--- src/rtl/wdrs_regs.vh ---
`ifndef WDRS_REGS_VH
`define WDRS_REGS_VH
// Register offsets
`define WDRS_ADDR_CTRL      16'hffae
`define WDRS_ADDR_IRQ_STAT  16'hffb0
`define WDRS_ADDR_IRQ_MASK  16'hffb2
`define WDRS_ADDR_CFG       16'hffb4
// Control register fields
`define WDRS_BIT_PRESCALE   0
`define WDRS_BIT_WDT_FLAG   1
`define WDRS_BIT_SW_FLAG    2
`define WDRS_BIT_SHORT_FLAG 3
`define WDRS_BIT_LONG_FLAG  4
`define WDRS_BIT_PON_FLAG   5
`define WDRS_RELOAD_HI      15
`define WDRS_RELOAD_LO      8
// Config register fields
`define WDRS_BIT_DISABLE    0
`define WDRS_BIT_BIDIR      1
// Interrupt status fields
`define WDRS_IRQ_OVF        0
`define WDRS_IRQ_SHORT      1
`define WDRS_IRQ_LONG       2
`define WDRS_IRQ_W          3
// Prescale divide limits, minus one
`define WDRS_DIV2_LAST      7'h01
`define WDRS_DIV128_LAST    7'h7f
// Timing: half clock period in ps, filter accept time in ps
`define WDRS_TCL_PS         12500
`define WDRS_FILT_ACCEPT_PS 500000
`define WDRS_LONG_TCL       1044
`define WDRS_MIN_TCL        4
`define WDRS_CNT_W          11
// Internal reset length and the cycle at which the device lets go of the pin
`define WDRS_IRST_LAST      11'h00f
`define WDRS_IRST_REL       11'h007
`endif

--- src/rtl/wdrs_sync.v ---
`timescale 1ns/100ps
// Three-stage input synchroniser; a change counts once stages two and three agree
module wdrs_sync (
  input  wire core_clk,
  input  wire rst_b,
  input  wire clk_en,
  input  wire pin_in,
  output reg  level_r
);
  reg s1_r;
  reg s2_r;
  reg s3_r;

  always @(posedge core_clk or negedge rst_b) begin
    if (!rst_b) begin
      s1_r    <= 1'b1;
      s2_r    <= 1'b1;
      s3_r    <= 1'b1;
      level_r <= 1'b1;
    end else if (clk_en) begin
      s1_r <= pin_in;
      s2_r <= s1_r;
      s3_r <= s2_r;
      if (s2_r == s3_r) begin
        level_r <= s3_r;
      end
    end
  end
endmodule // wdrs_sync

--- src/rtl/wdrs_watchdog.v ---
// The plain strobed port was decided locally.
`timescale 1ns/100ps
`include "wdrs_regs.vh"
module wdrs_watchdog (
  input  wire        core_clk,
  input  wire        rst_b,
  input  wire        clk_en,
  input  wire [15:0] addr,
  input  wire [15:0] wr_data,
  input  wire        wr_stb,
  input  wire        rd_stb,
  output reg  [15:0] rd_data_r,
  input  wire        end_of_init_instruction,
  input  wire        service_instruction,
  input  wire        software_reset_instruction,
  input  wire        power_on_detect,
  input  wire        supply_fail_detect,
  input  wire        reset_input_pin,
  input  wire        power_down_pin,
  output reg         reset_output_pin_b_r,
  output reg         reset_input_pin_out_r,
  output reg         reset_input_pin_oe_r,
  output reg         internal_reset_r,
  output reg         irq_r
);
  // Filter accept time in cycles, rounded up; HALF_CPU_CLOCK_PERIOD is half a cycle
  localparam integer CYC_PS     = 2 * `WDRS_TCL_PS;
  localparam integer FILT_CYC   = (`WDRS_FILT_ACCEPT_PS + CYC_PS - 1) / CYC_PS;
  localparam integer MINP_CYC   = (`WDRS_MIN_TCL + 1) / 2;
  localparam integer ACC_CYC    = (FILT_CYC > MINP_CYC) ? FILT_CYC : MINP_CYC;
  localparam integer LONG_CYC   = ACC_CYC + (`WDRS_LONG_TCL + 1) / 2;
  localparam [`WDRS_CNT_W-1:0] ACC_LAST  = ACC_CYC[`WDRS_CNT_W-1:0] - 1'b1;
  localparam [`WDRS_CNT_W-1:0] LONG_LAST = LONG_CYC[`WDRS_CNT_W-1:0];
  localparam [`WDRS_CNT_W-1:0] LONG_SAT  = LONG_LAST + 1'b1;
  // Length of the internal reset pulse after overflow or software reset
  localparam [`WDRS_CNT_W-1:0] IRST_LAST = `WDRS_IRST_LAST;
  // Own drive ends early so the filtered pin shows only the far side at the end
  localparam [`WDRS_CNT_W-1:0] IRST_REL  = `WDRS_IRST_REL;

  localparam [1:0] ST_IDLE  = 2'b00;
  localparam [1:0] ST_PULSE = 2'b01;
  localparam [1:0] ST_WAIT  = 2'b10;

  // Both pins cross into the clock domain the same way
  wire [1:0] pin_raw = {power_down_pin, reset_input_pin};
  wire [1:0] pin_sync;
  genvar     gi;
  generate
    for (gi = 0; gi < 2; gi = gi + 1) begin : g_sync
      wdrs_sync u_sync (
        .core_clk (core_clk),
        .rst_b    (rst_b),
        .clk_en   (clk_en),
        .pin_in   (pin_raw[gi]),
        .level_r  (pin_sync[gi])
      );
    end
  endgenerate
  wire       pin_lvl = pin_sync[0];
  wire       rpd_lvl = pin_sync[1];

  reg                  prescale_select_r;
  reg  [7:0]           reload_high_byte_r;
  reg  [4:0]           flags_r;
  reg  [15:0]          count_r;
  reg  [6:0]           div_r;
  reg                  init_done_r;
  reg                  disable_r;
  reg                  bidir_r;
  reg  [`WDRS_IRQ_W-1:0] irq_stat_r;
  reg  [`WDRS_IRQ_W-1:0] irq_mask_r;
  reg  [1:0]           state_r;
  reg  [`WDRS_CNT_W-1:0] pulse_cnt_r;
  reg  [`WDRS_CNT_W-1:0] irst_cnt_r;

  function [1:0] ctrl_hit;
    input [15:0] a;
    begin
      if (a == `WDRS_ADDR_CTRL) begin
        ctrl_hit = 2'h1;
      end else if (a == `WDRS_ADDR_IRQ_STAT) begin
        ctrl_hit = 2'h2;
      end else if (a == `WDRS_ADDR_IRQ_MASK) begin
        ctrl_hit = 2'h3;
      end else begin
        ctrl_hit = 2'h0;
      end
    end
  endfunction

  wire       wr_ctrl = wr_stb && (ctrl_hit(addr) == 2'h1);
  wire       wr_mask = wr_stb && (ctrl_hit(addr) == 2'h3);
  wire       wr_cfg  = wr_stb && (addr == `WDRS_ADDR_CFG);
  wire       rd_stat = rd_stb && (ctrl_hit(addr) == 2'h2);

  wire [6:0] div_last = prescale_select_r ? `WDRS_DIV128_LAST : `WDRS_DIV2_LAST;
  wire       wd_tick  = (div_r == div_last);
  wire       wd_run   = !disable_r && !internal_reset_r;
  wire       overflow = wd_run && wd_tick && (count_r == 16'hffff);
  wire       pin_low  = !pin_lvl;
  // Device may drive the reset pin only in bidirectional mode with power-down high
  wire       may_drive = bidir_r && rpd_lvl;

  // Pulse length bounds, counted from the first filtered low sample
  wire       in_pulse   = (state_r == ST_PULSE);
  wire       short_evt  = in_pulse && !pin_low && (pulse_cnt_r > ACC_LAST)
                          && (pulse_cnt_r <= LONG_LAST);
  // Counter parks one past the long bound, so a long pulse reports once
  wire       long_evt   = in_pulse && pin_low && (pulse_cnt_r == LONG_LAST);
  wire       bidir_long = (state_r == ST_WAIT) && (irst_cnt_r == IRST_LAST) && pin_low
                          && may_drive;
  wire       irst_start = overflow || software_reset_instruction;
  wire       pin_done   = long_evt || short_evt;
  // Power-on flag lives in flags_r[4]
  wire       power_on_flag = flags_r[4];

  reg  [1:0]             state_nxt;
  reg  [`WDRS_CNT_W-1:0] pulse_cnt_nxt;
  reg  [`WDRS_CNT_W-1:0] irst_cnt_nxt;
  reg  [15:0]            rd_data_nxt;

  // Reset pin pulse classifier after the filter, and the internal reset timer
  always @* begin
    state_nxt     = state_r;
    pulse_cnt_nxt = pulse_cnt_r;
    irst_cnt_nxt  = irst_cnt_r;
    case (state_r)
      ST_IDLE: begin
        pulse_cnt_nxt = {`WDRS_CNT_W{1'b0}};
        if (pin_low && !reset_input_pin_oe_r) begin
          state_nxt = ST_PULSE;
        end
      end
      ST_PULSE: begin
        if (pulse_cnt_r != LONG_SAT) begin
          pulse_cnt_nxt = pulse_cnt_r + 1'b1;
        end
        if (!pin_low) begin
          state_nxt = ST_IDLE;
        end
      end
      default: begin
        irst_cnt_nxt = irst_cnt_r + 1'b1;
        if (irst_cnt_r == IRST_LAST) begin
          state_nxt = ST_IDLE;
        end
      end
    endcase
    // A new internal reset restarts the sequence from any state
    if (irst_start) begin
      state_nxt    = ST_WAIT;
      irst_cnt_nxt = {`WDRS_CNT_W{1'b0}};
    end
  end

  always @(posedge core_clk or negedge rst_b) begin
    if (!rst_b) begin
      state_r     <= ST_IDLE;
      pulse_cnt_r <= {`WDRS_CNT_W{1'b0}};
      irst_cnt_r  <= {`WDRS_CNT_W{1'b0}};
    end else if (clk_en) begin
      state_r     <= state_nxt;
      pulse_cnt_r <= pulse_cnt_nxt;
      irst_cnt_r  <= irst_cnt_nxt;
    end
  end

  // Reset outputs; the reset pin is only ever pulled low, never driven high
  always @(posedge core_clk or negedge rst_b) begin
    if (!rst_b) begin
      internal_reset_r      <= 1'b0;
      reset_output_pin_b_r  <= 1'b0;
      reset_input_pin_out_r <= 1'b0;
      reset_input_pin_oe_r  <= 1'b0;
    end else if (clk_en) begin
      reset_input_pin_out_r <= 1'b0;
      if (state_r == ST_WAIT) begin
        if (irst_cnt_r == IRST_LAST) begin
          internal_reset_r     <= 1'b0;
          reset_output_pin_b_r <= 1'b1;
        end
        // Power-down going low mid-sequence lets go of the pin at once
        if (!may_drive || (irst_cnt_r == IRST_REL)) begin
          reset_input_pin_oe_r <= 1'b0;
        end
      end
      if (irst_start) begin
        internal_reset_r     <= 1'b1;
        reset_output_pin_b_r <= 1'b0;
        reset_input_pin_oe_r <= may_drive;
      end
      if (pin_done) begin
        internal_reset_r     <= 1'b0;
        reset_output_pin_b_r <= 1'b1;
      end
    end
  end

  // Watchdog counter
  always @(posedge core_clk or negedge rst_b) begin
    if (!rst_b) begin
      div_r   <= 7'h00;
      count_r <= 16'h0000;
    end else if (clk_en) begin
      // Divider runs free, so the first tick after a service may come early
      div_r <= wd_tick ? 7'h00 : div_r + 7'h01;
      if (irst_start || pin_done) begin
        count_r <= 16'h0000;
      end else if (service_instruction) begin
        count_r <= {reload_high_byte_r, 8'h00};
      end else if (wd_run && wd_tick) begin
        count_r <= count_r + 16'h0001;
      end
    end
  end

  // Software-visible settings
  always @(posedge core_clk or negedge rst_b) begin
    if (!rst_b) begin
      prescale_select_r  <= 1'b0;
      reload_high_byte_r <= 8'h00;
      bidir_r            <= 1'b0;
      irq_mask_r         <= {`WDRS_IRQ_W{1'b0}};
    end else if (clk_en) begin
      if (wr_ctrl) begin
        prescale_select_r  <= wr_data[`WDRS_BIT_PRESCALE];
        // Flag bits of the written word are dropped on purpose
        reload_high_byte_r <= wr_data[`WDRS_RELOAD_HI:`WDRS_RELOAD_LO];
      end
      if (wr_cfg) begin
        bidir_r <= wr_data[`WDRS_BIT_BIDIR];
      end
      if (wr_mask) begin
        irq_mask_r <= wr_data[`WDRS_IRQ_W-1:0];
      end
    end
  end

  // Startup window: disable is honoured only until end-of-init
  always @(posedge core_clk or negedge rst_b) begin
    if (!rst_b) begin
      init_done_r <= 1'b0;
      disable_r   <= 1'b0;
    end else if (clk_en) begin
      if (end_of_init_instruction) begin
        init_done_r <= 1'b1;
      end
      if (wr_cfg && !init_done_r) begin
        disable_r <= wr_data[`WDRS_BIT_DISABLE];
      end
      // Every reset sequence reopens the window with the watchdog running
      if (irst_start || pin_done) begin
        init_done_r <= 1'b0;
        disable_r   <= 1'b0;
      end
    end
  end

  // Flag slots: 0 watchdog, 1 software, 2 short, 3 long, 4 power-on; set wins over clear
  always @(posedge core_clk or negedge rst_b) begin
    if (!rst_b) begin
      flags_r <= 5'h10;
    end else if (clk_en) begin
      if (end_of_init_instruction) begin
        flags_r <= 5'h00;
      end
      if (service_instruction) begin
        flags_r[0] <= 1'b0;
      end
      if (overflow) begin
        flags_r[1:0] <= 2'b11;
      end
      if (software_reset_instruction) begin
        flags_r[1] <= 1'b1;
      end
      if (short_evt) begin
        flags_r[2:1] <= 2'b11;
      end
      if (long_evt || bidir_long || supply_fail_detect) begin
        flags_r[3:1] <= 3'b111;
      end
      if (power_on_detect) begin
        flags_r <= 5'h1e;
      end
    end
  end

  // Interrupt status: read clears, new event wins
  always @(posedge core_clk or negedge rst_b) begin
    if (!rst_b) begin
      irq_stat_r <= {`WDRS_IRQ_W{1'b0}};
      irq_r      <= 1'b0;
    end else if (clk_en) begin
      irq_stat_r <= (rd_stat ? {`WDRS_IRQ_W{1'b0}} : irq_stat_r)
                    | {long_evt || bidir_long, short_evt, overflow};
      irq_r      <= |(irq_stat_r & irq_mask_r);
    end
  end

  // Read path; data stand for one cycle only and are zero otherwise
  always @* begin
    rd_data_nxt = 16'h0000;
    if (!rd_stb) begin
      rd_data_nxt = 16'h0000;
    end else if (ctrl_hit(addr) == 2'h1) begin
      rd_data_nxt = {reload_high_byte_r, 2'b00, power_on_flag, flags_r[3:0],
                     prescale_select_r};
    end else if (ctrl_hit(addr) == 2'h2) begin
      rd_data_nxt = {13'h0000, irq_stat_r};
    end else if (ctrl_hit(addr) == 2'h3) begin
      rd_data_nxt = {13'h0000, irq_mask_r};
    end else if (addr == `WDRS_ADDR_CFG) begin
      rd_data_nxt = {12'h000, init_done_r, 1'b0, bidir_r, disable_r};
    end
  end

  always @(posedge core_clk or negedge rst_b) begin
    if (!rst_b) begin
      rd_data_r <= 16'h0000;
    end else if (clk_en) begin
      rd_data_r <= rd_data_nxt;
    end
  end
endmodule // wdrs_watchdog

--- config.mk ---
export PLATFORM = sky130hd
export DESIGN_NAME = wdrs_watchdog
export DESIGN_NICKNAME = d
export VERILOG_FILES = /design/src/rtl/wdrs_sync.v /design/src/rtl/wdrs_watchdog.v
export VERILOG_INCLUDE_DIRS = /design/src /design/src/rtl
export SDC_FILE = /design/constraint.sdc
export NUM_CORES = 1
export LEC_CHECK = 0
export CAP_MARGIN = 20
export CORE_MARGIN = 1.5
export CORE_UTILIZATION = 40
export CTS_CLUSTER_DIAMETER = 40
export DETAILED_ROUTE_END_ITERATION = 7
export DONT_BUFFER_PORTS = 1
export GPL_TIMING_DRIVEN = 0
export PLACE_DENSITY = 0.65
export RECOVER_POWER = 50
export SLEW_MARGIN = 20
export SYNTH_ARGS = -nofsm -noshare
export SYNTH_HDL_FRONTEND = slang
export SYNTH_SLANG_ARGS = --single-unit
--- constraint.sdc ---
create_clock -name core_clk -period 2.7 [get_ports core_clk]
set_clock_uncertainty 0.05 [all_clocks]
set_input_delay 0 -clock core_clk [delete_from_list [all_inputs] [get_ports core_clk]]
set_output_delay 0 -clock core_clk [all_outputs]
set_load 0.01 [all_outputs]
==> results_dict.tcl <==
set metrics [dict create \
    cts_buffer_depth 2 \
    drtIter0Drc 269 \
    synth_mux_area_share_pct 5.70 \
    cts_tree "done" \
    syn-cell-area_um2 5030 \
    vias 4122 \
    path_max_fanout 10 \
    p_per_area_nw_per_um2 562 \
    yosysTopAreaCellShare_pct 43.3 \
    synth_area_per_cell_um2 9.98 \
    grt_pass1_vias 3975 \
    h-tree-depth 3 \
    path_delay_family "compound AO/OA/AOI/OAI gates" \
    clkLatencyLatePin_ns 0.35 \
    num_rows 40 \
    power.total_mw 3.29 \
    final_antenna_net_count 0 \
    fmax_mhz 386 \
    synth_simple_gate_area_share_pct 21.0 \
    multi_input_area_um2 2490 \
    overflow 0 \
    syn_inst 504 \
    final_cells 720 \
    synth_compound_area_share_pct 18.4 \
    regArea_um2 2410 \
    final_hold_viol_count 0 \
    die_y_um 115 \
    vias_per_cell 5.73 \
    synth_fa_ha_area_share_pct 1.24 \
    power_leakage_nw 2.44 \
    synth-xor-area-share_pct 2.44 \
    peakVddDrop_uv 255 \
    yosys.cell_types.count 67 \
    min_path_type "primary input to register" \
    synth_edf_count 0 \
    tightest_slew_ns 2.13 \
    wirelength_mm 12.5 \
    port_buffers 0 \
    synth.area.top_cells "dfrtp_1, dfstp_2, mux2_2" \
    synth.largest_area_cell "dfrtp_1" \
    drcViolationCount 0 \
    die-area_um2 13300 \
    cp_cell_sequence "or4_4 -> a221oi_2 -> buf_4 -> a31oi_1 -> o21ai_2 -> o21ai_0 -> a221o_1" \
    start_kind "register" \
    grt_max_degree 97 \
    numCtsBuffers 9 \
    antenna_found_initial 1 \
    synth_top_flop_cell "dfrtp_1" \
    cts_root_buf "clkbuf_16" \
    violations "max-capacitance violations, max-slew violations" \
    initial_core_util_pct 41.3 \
    drv_cap 1 \
    max_stage_delay_ns 0.56 \
    wl_per_cell_um 17.3 \
    critPathBufInv 1 \
    area_delta_synth_final_pct 16.4 \
    place_hpwl_mm 8.65 \
    drive_gt1_share_pct 15.4 \
    cp.arrival_ns 2.78 \
    place.gp.congestion 0.880 \
    grt_pass1_wl_mm 20.3 \
    relSlewSlack_pct -41.9 \
    crit_type "register to register" \
    ys.warnings.count 0 \
    setup_viol 0 \
    drt_first_pass_iters 5 \
    synth_top_family_by_area "simple AND/OR/NAND/NOR gates" \
    die_x_um 115 \
    cts.clk_slew.worst_paths_ns 0.06 \
    fin_crit_ns 2.59 \
    async_flop_share_pct 100 \
    maxSlewViolCount 97 \
    ys_seq_elements 96 \
    cp.required_ns 2.89 \
    placed_cells_incl_taps 674 \
    nets 595 \
    core_area_um2 12200 \
    cp-end-kind "register" \
    status "finished, violations left" \
    fin_crit_sh_pct 95.9 \
    ys_seq_area_share_pct 48.0 \
    cpMaxStageDelayCell "or4_4" \
    ios 65 \
    cts.sinks 96 \
    grt_use_total_pct 20.0 \
    fillers 1134 \
]
## worst register-to-register path, cell delays in order (launching register included)
cell and delay (ns):
dfrtp_1 0.45, or4_4 0.57, a221oi_2 0.35, buf_4 0.24
a31oi_1 0.15, o21ai_2 0.20, o21ai_0 0.16, a221o_1 0.31
## synthesized netlist by cell type (all sizes together) (2+ instances only)
| master | number |
|---|---|
| nor3 | 12 |
| or2 | 3 |
| xnor2 | 13 |
| clkbuf | 16 |
| nor2 | 35 |
| nor2b | 4 |
| a41oi | 3 |
| a22oi | 6 |
| o21a | 2 |
| o211ai | 3 |
| nand3 | 23 |
| and4 | 3 |
| o311ai | 4 |
| mux2i | 5 |
| nand4b | 3 |
| o31ai | 2 |
| a311oi | 2 |
| ha | 5 |
| o21ai | 33 |
| a21oi | 26 |
| o2bb2ai | 7 |
| buf | 9 |
| a31o | 4 |
| dfstp | 9 |
| nand4 | 15 |
| nor4 | 9 |
| or4 | 6 |
| a31oi | 9 |
| inv | 12 |
| or4b | 2 |
| nand3b | 2 |
| nand2b | 10 |
| nor3b | 2 |
| mux2 | 21 |
| and3 | 7 |
| nand2 | 49 |
| dfrtp | 87 |
| or3 | 3 |
| a21o | 4 |
| a22o | 20 |
## registers in the layout, indices dropped and copies added (netlist names), 3 cells and up
| register | count |
|---|---|
| pulse_cnt_r | 11 |
| count_r | 16 |
| flags_r | 5 |
| reload_high_byte_r | 8 |
| rd_data_r | 14 |
| irq_mask_r | 3 |
| div_r | 7 |
| irq_stat_r | 3 |
| irst_cnt_r | 11 |
## area by class of cell
type | count | share of cell area [%]
Multi-Input combinational cell | 373 | 42.5
Sequential cell | 96 | 41.2
Timing Repair Buffer | 29 | 4.75
Clock buffer | 13 | 4.45
Tap cell | 168 | 3.59
Buffer | 25 | 1.97
Inverter | 12 | 0.770
Clock inverter | 3 | 0.684
Antenna cell | 1 | 0.0428
## report_power, final
part	internal, mW	switching, mW	total, mW
clock	0.766	0.533	1.30
combinational	0.142	0.189	0.331
sequential	1.55	0.109	1.66
total	2.46	0.832	3.29
## per-stage QoR
stage,setup TNS [ns],setup WS (ns),cell area (um2),hold slack (ns),utilization [%]
floorplan,0,0.404,5040,-0.346,-
global placement,0,0.0790,5250,-0.338,43.1
detailed placement,0,0.00336,5250,-0.339,43.1
CTS,0,0.0272,5830,0.00352,48.0
global route,-0.0113,-0.00550,5850,0.0214,48.1
finish,0,0.110,5850,0.0195,48.1
## cells by family (layout without fill, tap and decap cells)
family,Yosys count,in the layout
other,1,4
flip-flops,96,96
multiplexers,26,26
AO/OA/AOI/OAI,133,133
buffers and inverters,37,82
XOR/XNOR,14,14
adder cells (fa/ha/maj),5,5
AND/OR/NAND/NOR,192,192
## what timing repair did
| item | 4_1_cts | 5_1_grt |
|---|---|---|
| gates cloned | 0 | 0 |
| pin swaps | 0 | 2 |
| gates resized for setup | 1 | 5 |
| buffers inserted | 0 | 3 |
| hold endpoints to repair | 129 | 0 |
| hold buffers | 26 | 0 |
| setup endpoints to repair | 6 | 15 |
## placed cells by master, fill, tap and decap left out, drive strengths merged, types with 5 or more instances in the layout
master        n
a21oi        26
a22o         20
a22oi         6
a31oi         9
and3          7
buf          13
clkbuf       29
dfrtp        87
dfstp         9
dlygate4sd3  25
ha            5
inv          12
mux2         21
mux2i         5
nand2        49
nand2b       10
nand3        23
nand4        15
nor2         35
nor3         12
nor4          9
o21ai        33
o2bb2ai       7
or4           6
xnor2        13
## metal layers
metal / track usage, % / wire (um) / up-vias
met1: 26.5 / 5680 / 2002
met4: 8.31 / 259 / 0
met5: 0 / 0 / -
met3: 5.17 / 776 / 16
met2: 31.2 / 5780 / 138
li1: - / - / 1966
## worst paths after layout
path / startpoint / to / slack [ns] / cells past startpoint
max: prescale_select_r$_DFFE_PN0P_ / count_r[14]$_DFFE_PN0P_ / 0.11 / 7
min: addr[1] / irq_mask_r[0]$_DFFE_PN0P_ / 0.02 / 2
max reg2reg: prescale_select_r$_DFFE_PN0P_ / count_r[14]$_DFFE_PN0P_ / 0.11 / 7
min reg2reg: g_sync[1].u_sync.s3_r$_DFFE_PN1P_ / g_sync[1].u_sync.s3_r$_DFFE_PN1P_ / 0.44 / 2
max in group asynchronous: rst_b / irq_mask_r[0]$_DFFE_PN0P_ / 0.56 / 2
min in group asynchronous: rst_b / pulse_cnt_r[6]$_DFFE_PN0P_ / 0.78 / 2
No activity file was read; power rests on OpenSTA's default activity.
